===== src/rhce_consts.svh =====
// Behaviour
// - Parallel branch bits follow the high serial bit by half a bit clock period.
// - Every accepted input bit yields exactly two serial output bits.
// - Each codeword goes out high branch bit first, then low branch bit.
// - Systematic code carries the input bit unchanged as its high branch.
// - Nonsystematic code uses current input plus two earlier inputs.
// - Systematic code output depends on current input plus three earlier terms.
// - Test mode feeds a constant one into the encoder instead of input data.
// - Bit clock output is synchronous and in phase with serial output.
// - Nonsystematic low bit uses D^2+1, high bit uses D^2+D+1.
// - Systematic parity check D^3+D+1 on low branch, D^2 on high.
// - Bit clock is master divided by four, sampling clock by eight.
// - Reset clears encoder memory and restarts dividers at a known phase.
`ifndef RHCE_CONSTS_SVH
`define RHCE_CONSTS_SVH
`define RHCE_PH_W      3
`define RHCE_PH_WORD   3'h0
`define RHCE_PH_PAR    3'h2
`define RHCE_PH_LOW    3'h4
`define RHCE_PH_RST    3'h7
`define RHCE_FIFO_W    1
`define RHCE_FIFO_D    16
`endif


===== src/rhce_pkg.sv =====
`include "rhce_consts.svh"
package rhce_pkg;
  typedef enum logic {rhce_code_nonsys, rhce_code_sys} rhce_code_e;
  typedef enum logic {rhce_mode_normal, rhce_mode_test} rhce_mode_e;
  typedef struct packed {
    logic hi;
    logic lo;
  } rhce_word_s;
  typedef struct packed {
    logic [`RHCE_PH_W-1:0] phase;
    rhce_code_e            code;
    rhce_mode_e            mode;
    logic [2:0]            u_hist;
    logic [2:0]            par_hist;
    rhce_word_s            word;
    rhce_word_s            par;
    logic                  ser;
    logic                  bclk;
    logic                  sclk;
    logic                  underrun;
  } rhce_state_s;
endpackage : rhce_pkg


===== src/rhce_encoder.sv =====
`timescale 1ns/1ps
`include "rhce_consts.svh"
module rhce_fifo #(
  parameter int W  = `RHCE_FIFO_W,
  parameter int D  = `RHCE_FIFO_D,
  localparam int AW = $clog2(D)
) (
  // Clock and reset
  input  wire logic         sys_clk_i,
  input  wire logic         rst_i,
  // Fill side
  input  wire logic [W-1:0] in_data_i,
  input  wire logic         in_valid_i,
  output logic              in_ready_o,
  // Drain side
  output logic [W-1:0]      out_data_o,
  output logic              out_valid_o,
  input  wire logic         out_ready_i
);
  typedef struct packed {
    logic [AW-1:0] wp;
    logic [AW-1:0] rp;
    logic [AW:0]   cnt;
    logic          in_rdy;
    logic          out_vld;
  } rhce_fifo_state_s;

  rhce_fifo_state_s r_reg;
  rhce_fifo_state_s r_next;
  logic [W-1:0]     mem [D];
  logic             push;
  logic             pop;

  always_comb begin
    r_next = r_reg;
    push = in_valid_i && r_reg.in_rdy;
    pop = out_ready_i && r_reg.out_vld;
    if (push) begin
      r_next.wp = r_reg.wp + AW'(1);
    end
    if (pop) begin
      r_next.rp = r_reg.rp + AW'(1);
    end
    r_next.cnt = r_reg.cnt + (AW+1)'(push) - (AW+1)'(pop);
    r_next.in_rdy = r_next.cnt != (AW+1)'(D);
    r_next.out_vld = r_next.cnt != '0;
    if (rst_i) begin
      r_next = '0;
      r_next.in_rdy = 1'b1;
    end
  end

  always_ff @(posedge sys_clk_i) begin
    r_reg <= r_next;
    if (push) begin
      mem[r_reg.wp] <= in_data_i;
    end
  end

  assign in_ready_o  = r_reg.in_rdy;
  assign out_valid_o = r_reg.out_vld;
  assign out_data_o  = mem[r_reg.rp];
endmodule : rhce_fifo

module rhce_encoder
  import rhce_pkg::*;
(
  // Master clock and reset
  input  wire logic       sys_clk_i,
  input  wire logic       rst_i,
  // Selections
  input  wire rhce_code_e code_sel_i,
  input  wire rhce_mode_e mode_sel_i,
  // Input data stream
  input  wire logic       data_i,
  input  wire logic       data_valid_i,
  output logic            data_ready_o,
  // Serial outputs
  output logic            serial_data_o,
  output logic            bipolar_serial_out_o,
  output logic            bit_clk_o,
  // Parallel outputs
  output rhce_word_s      par_word_o,
  output logic [1:0]      four_level_out_o,
  // Sampling clock and status
  output logic            sample_clk_o,
  output logic            underrun_o
);
  rhce_state_s r_reg;
  rhce_state_s r_next;
  logic        fifo_data;
  logic        fifo_valid;
  logic        fifo_pop;
  logic        u_in;

  function automatic rhce_word_s rhce_encode(input rhce_code_e code,
                                             input logic [2:0] uh,
                                             input logic [2:0] ph);
    rhce_word_s w;
    if (code == rhce_code_sys) begin
      w.hi = uh[0];
      w.lo = ph[0] ^ ph[2] ^ uh[2];
    end else begin
      w.hi = uh[0] ^ uh[1] ^ uh[2];
      w.lo = uh[0] ^ uh[2];
    end
    return w;
  endfunction : rhce_encode

  rhce_fifo #(
    .W (`RHCE_FIFO_W),
    .D (`RHCE_FIFO_D)
  ) u_fifo (
    .sys_clk_i   (sys_clk_i),
    .rst_i       (rst_i),
    .in_data_i   (data_i),
    .in_valid_i  (data_valid_i),
    .in_ready_o  (data_ready_o),
    .out_data_o  (fifo_data),
    .out_valid_o (fifo_valid),
    .out_ready_i (fifo_pop)
  );

  always_comb begin
    r_next = r_reg;
    fifo_pop = 1'b0;
    u_in = 1'b0;
    r_next.phase = r_reg.phase + 3'h1;
    r_next.bclk = ~r_next.phase[1];
    r_next.sclk = ~r_next.phase[2];
    if (r_next.phase == `RHCE_PH_WORD) begin
      r_next.code = code_sel_i;
      r_next.mode = mode_sel_i;
      if (mode_sel_i == rhce_mode_test) begin
        u_in = 1'b1;
        r_next.underrun = 1'b0;
      end else begin
        fifo_pop = fifo_valid;
        u_in = fifo_valid & fifo_data;
        r_next.underrun = !fifo_valid;
      end
      r_next.u_hist = {r_reg.u_hist[1:0], u_in};
      r_next.word = rhce_encode(code_sel_i, r_next.u_hist, r_reg.par_hist);
      r_next.par_hist = {r_reg.par_hist[1:0], r_next.word.lo};
      r_next.ser = r_next.word.hi;
    end else if (r_next.phase == `RHCE_PH_LOW) begin
      r_next.ser = r_reg.word.lo;
    end else if (r_next.phase == `RHCE_PH_PAR) begin
      r_next.par = r_reg.word;
    end
    if (rst_i) begin
      r_next = '0;
      r_next.phase = `RHCE_PH_RST;
    end
  end

  always_ff @(posedge sys_clk_i) begin
    r_reg <= r_next;
  end

  // clock and data from same flops
  assign serial_data_o        = r_reg.ser;
  assign bipolar_serial_out_o = r_reg.ser;
  assign bit_clk_o            = r_reg.bclk;
  assign sample_clk_o         = r_reg.sclk;
  assign par_word_o           = r_reg.par;
  assign four_level_out_o     = {r_reg.par.hi, r_reg.par.lo};
  assign underrun_o           = r_reg.underrun;

  // Words since reset, for history checks
  logic [1:0] seen_reg;
  always_ff @(posedge sys_clk_i) begin
    if (rst_i) begin
      seen_reg <= 2'h0;
    end else if (r_reg.phase == `RHCE_PH_WORD && seen_reg != 2'h3) begin
      seen_reg <= seen_reg + 2'h1;
    end
  end
endmodule : rhce_encoder


===== config.mk =====
export PLATFORM = sky130hd
export DESIGN_NAME = rhce_encoder
export DESIGN_NICKNAME = d
export VERILOG_FILES = /design/src/rhce_pkg.sv /design/src/rhce_encoder.sv
export VERILOG_INCLUDE_DIRS = /design/src
export SDC_FILE = /design/constraint.sdc
export NUM_CORES = 1
export LEC_CHECK = 0
export BUFFER_PORTS_ARGS = -buffer_cell sky130_fd_sc_hd__clkbuf_2
export CAP_MARGIN = 30
export CORE_ASPECT_RATIO = 0.9
export CORE_MARGIN = 4
export CORE_UTILIZATION = 50
export DETAILED_ROUTE_END_ITERATION = 8
export PLACE_DENSITY = 0.68
export RECOVER_POWER = 50
export SYNTH_ARGS = -nofsm -noshare
export SYNTH_HDL_FRONTEND = slang
export SYNTH_SLANG_ARGS = --single-unit

===== constraint.sdc =====
create_clock -name sys_clk_i -period 7.4 [get_ports sys_clk_i]
set_clock_uncertainty 0.1 [all_clocks]
set_input_delay 0.37 -clock sys_clk_i [delete_from_list [all_inputs] [get_ports sys_clk_i]]
set_output_delay 0.37 -clock sys_clk_i [all_outputs]
set_load 0.03 [all_outputs]

==> run metrics <==
H-tree depth 2; Worst Path Required 7.43 ns; Yosys reg bits 50; Lkg Pwr 0.888 nW; max reg flops 16; ys async rst share 0%; Worst Path Max Fanout 9; Initial Utilization 52.8%; Routed Antenna Nets 0; area leader, netlist dfxtp_1; Ys Warns 0; post-synth top area share 30.8%; reg-to-reg endpoint u_fifo.out_valid_o$_SDFF_PP0_; Reg area 1160 um2; Netlist cell types 32; RSZ-0062 raised after global routing false; I/O pins 16; PD cells 295 nW/um2; Synth Net Count 229; hold buffers post-CTS 0; Max stage delay on crit path 0.40 ns; max cap viols 0; synthesized area 2210 um2; r2r setup slk 4.26 ns; cts bufs inserted 5; cts repair resizes 0; WP depth 12; Area Overhead vs Synth 6.85%; most frequent CP cell ha_1; top_reg_cell synth dfxtp_1; area occupied by multi-input gates 933 um2; Slew headroom 14.8%; drt initial violations 76; GRT Total Usage 13.0%; die area 5550 um2; fin crit period 3.14 ns; synth top area cells dfxtp_1 31%, edfxtp_1 22%, ha_1 7.4%; Post-synth EDFFs 16; hold path start code_sel_i; Arr. time, crit path 3.17 ns; vias in the first global route 1262; status complete, no violations; maximum vdd drop 0.000188 V; Crit. End Element register; Placer Congestion 0.729; Final Net Count 238; buffers and inverters on the worst path 1; Via Count 1325; DR pass1 iterations 4; chip height 71.1 um; setup violators final 0; crit path launch type register; Max clock buf depth 2; total wire length 3220 um; Final Hold Viols 0; critical path startpoint r_reg[16]$_SDFF_PP1_; Die W 78.1 um; register area share after synthesis 52.5%; Syn Area/Cell 10.6 um2; Synth Instances 209; Worst Hold Class primary input to register; Hold Path Stages 3; largest net degree at the start of global routing 32; fill cell count 383; share of cells above drive strength 1 6.39%; Crit Path Class register to register; Tcrit/Tclk final 42.4%; crit-path cells ha_1, xnor2_1, nand2_2, nor3b_2, ha_1, inv_1, ha_1, fa_1, a21o_1, a21oi_1, xnor2_1, a21oi_1; Top delay family on crit path adder cells; Peak Freq 318 MHz; placed cell area 2290 um2; CTS Sinks 50; post-CTS setup buffers 0; Overflow after GRT 0; num rows 22; Hold Path End r_reg[8]$_SDFFE_PP0N_; IO Port Bufs 15; slowest CP cell nor3b_2; worst reg2reg path depth 12; Max Transition Viols Final 0; vias per inst 4.75; Root Driver clkbuf_8; Detailed Place HPWL 2300 um; CTS tree done; R2R Path Start r_reg[16]$_SDFF_PP1_; DR WL/cell 11.5 um; setup TNS 0 ns; initial antenna violation count 0; core area 4180 um2; final instance area 2360 um2; global-route wire length before repair 5700 um; clk_lat worst skew 0.29 ns; Reg clk slew, reported paths 0.08 ns; Slew @ Worst Pin 1.28 ns; n_diodes 0; DRC errors left 0
==> per-stage QoR <==
step | hold slack, ns | instances | setup slack [ns] | power (mW) | util (%)
after floorplan | 0.308 | 209 | 4.50 | 0.508 | -
after global placement | 0.322 | 271 | 4.35 | 0.548 | 54.6
after detailed placement | 0.330 | 271 | 4.27 | 0.548 | 54.6
after CTS | 0.276 | 279 | 4.25 | 0.706 | 56.8
after global routing | 0.296 | 279 | 3.96 | 0.750 | 56.5
final | 0.280 | 279 | 4.26 | 0.696 | 56.5
==> final cells by class <==
type | instances | share of cell area [%]
flip-flops and latches | 50 | 49.2
multi-input cells | 135 | 39.5
clock buffers | 7 | 3.65
well taps | 60 | 3.18
repair buffers | 15 | 2.54
inverters | 11 | 1.75
clock inverters | 1 | 0.212
==> logic make-up after synthesis <==
family                   synth area share (%)
XOR/XNOR                                 5.94
AO/OA/AOI/OAI                            4.81
multiplexers                             7.47
AND/OR/NAND/NOR                          15.7
buffers and inverters                    5.26
flip-flops                               52.5
adder cells (fa/ha/maj)                  8.26
==> cell usage in the layout, fill, tap and decap left out, drive strengths merged <==
master	n
and3	1
nor2b	5
a21o	2
inv	11
o21ai	2
a211o	1
mux4	3
nor2	37
and2	2
a211oi	2
ha	13
fa	1
xnor2	7
clkbuf	22
edfxtp	16
xor2	8
dfxtp	34
a21oi	9
and3b	1
o211ai	1
clkinv	1
nand3b	1
nor3	5
nand4	2
nand2	19
nand2b	3
nor3b	1
mux2i	9
==> synth_stat cells, types with 3 or more instances <==
cell type / instances
buf_4: 5
nor2b_1: 5
xnor2_1: 7
a21oi_1: 9
inv_1: 11
nor2_1: 37
nand2b_1: 3
nor3_1: 5
ha_1: 13
edfxtp_1: 16
nand2_1: 18
clkbuf_1: 5
mux2i_1: 9
xor2_1: 8
dfxtp_1: 34
==> routing by layer <==
| metal | global-route usage (%) | vias up | part of all wire, % |
|---|---|---|---|
| met4 | 5.24 | 0 | 1.5 |
| met5 | 0 | - | 0 |
| met3 | 3.82 | 7 | 2.7 |
| met1 | 18.2 | 602 | 53 |
| li1 | - | 705 | - |
| met2 | 18.9 | 11 | 42 |
==> tightest hold or removal path, cell delays in order <==
cell and delay, ns:
clkbuf_2 0.11, nor2_1 0.05, a21oi_1 0.11
==> where the power goes <==
part           switching [mW]  internal [mW]  total, mW
combinational           0.113         0.0850      0.198
clock                  0.0830         0.0755      0.158
sequential             0.0227          0.316      0.339
total                   0.219          0.477      0.696
==> worst max-delay path by stage <==
stage | endpoint | slack [ns]
2_1_floorplan | u_fifo.in_ready_o$_SDFF_PP1_ | 4.50
3_3_place_gp | u_fifo.in_ready_o$_SDFF_PP1_ | 4.35
3_5_place_dp | u_fifo.in_ready_o$_SDFF_PP1_ | 4.27
4_1_cts | u_fifo.in_ready_o$_SDFF_PP1_ | 4.25
5_1_grt | u_fifo.in_ready_o$_SDFF_PP1_ | 3.96
6_report | u_fifo.out_valid_o$_SDFF_PP0_ | 4.26
(Power assumes the default switching activity.)
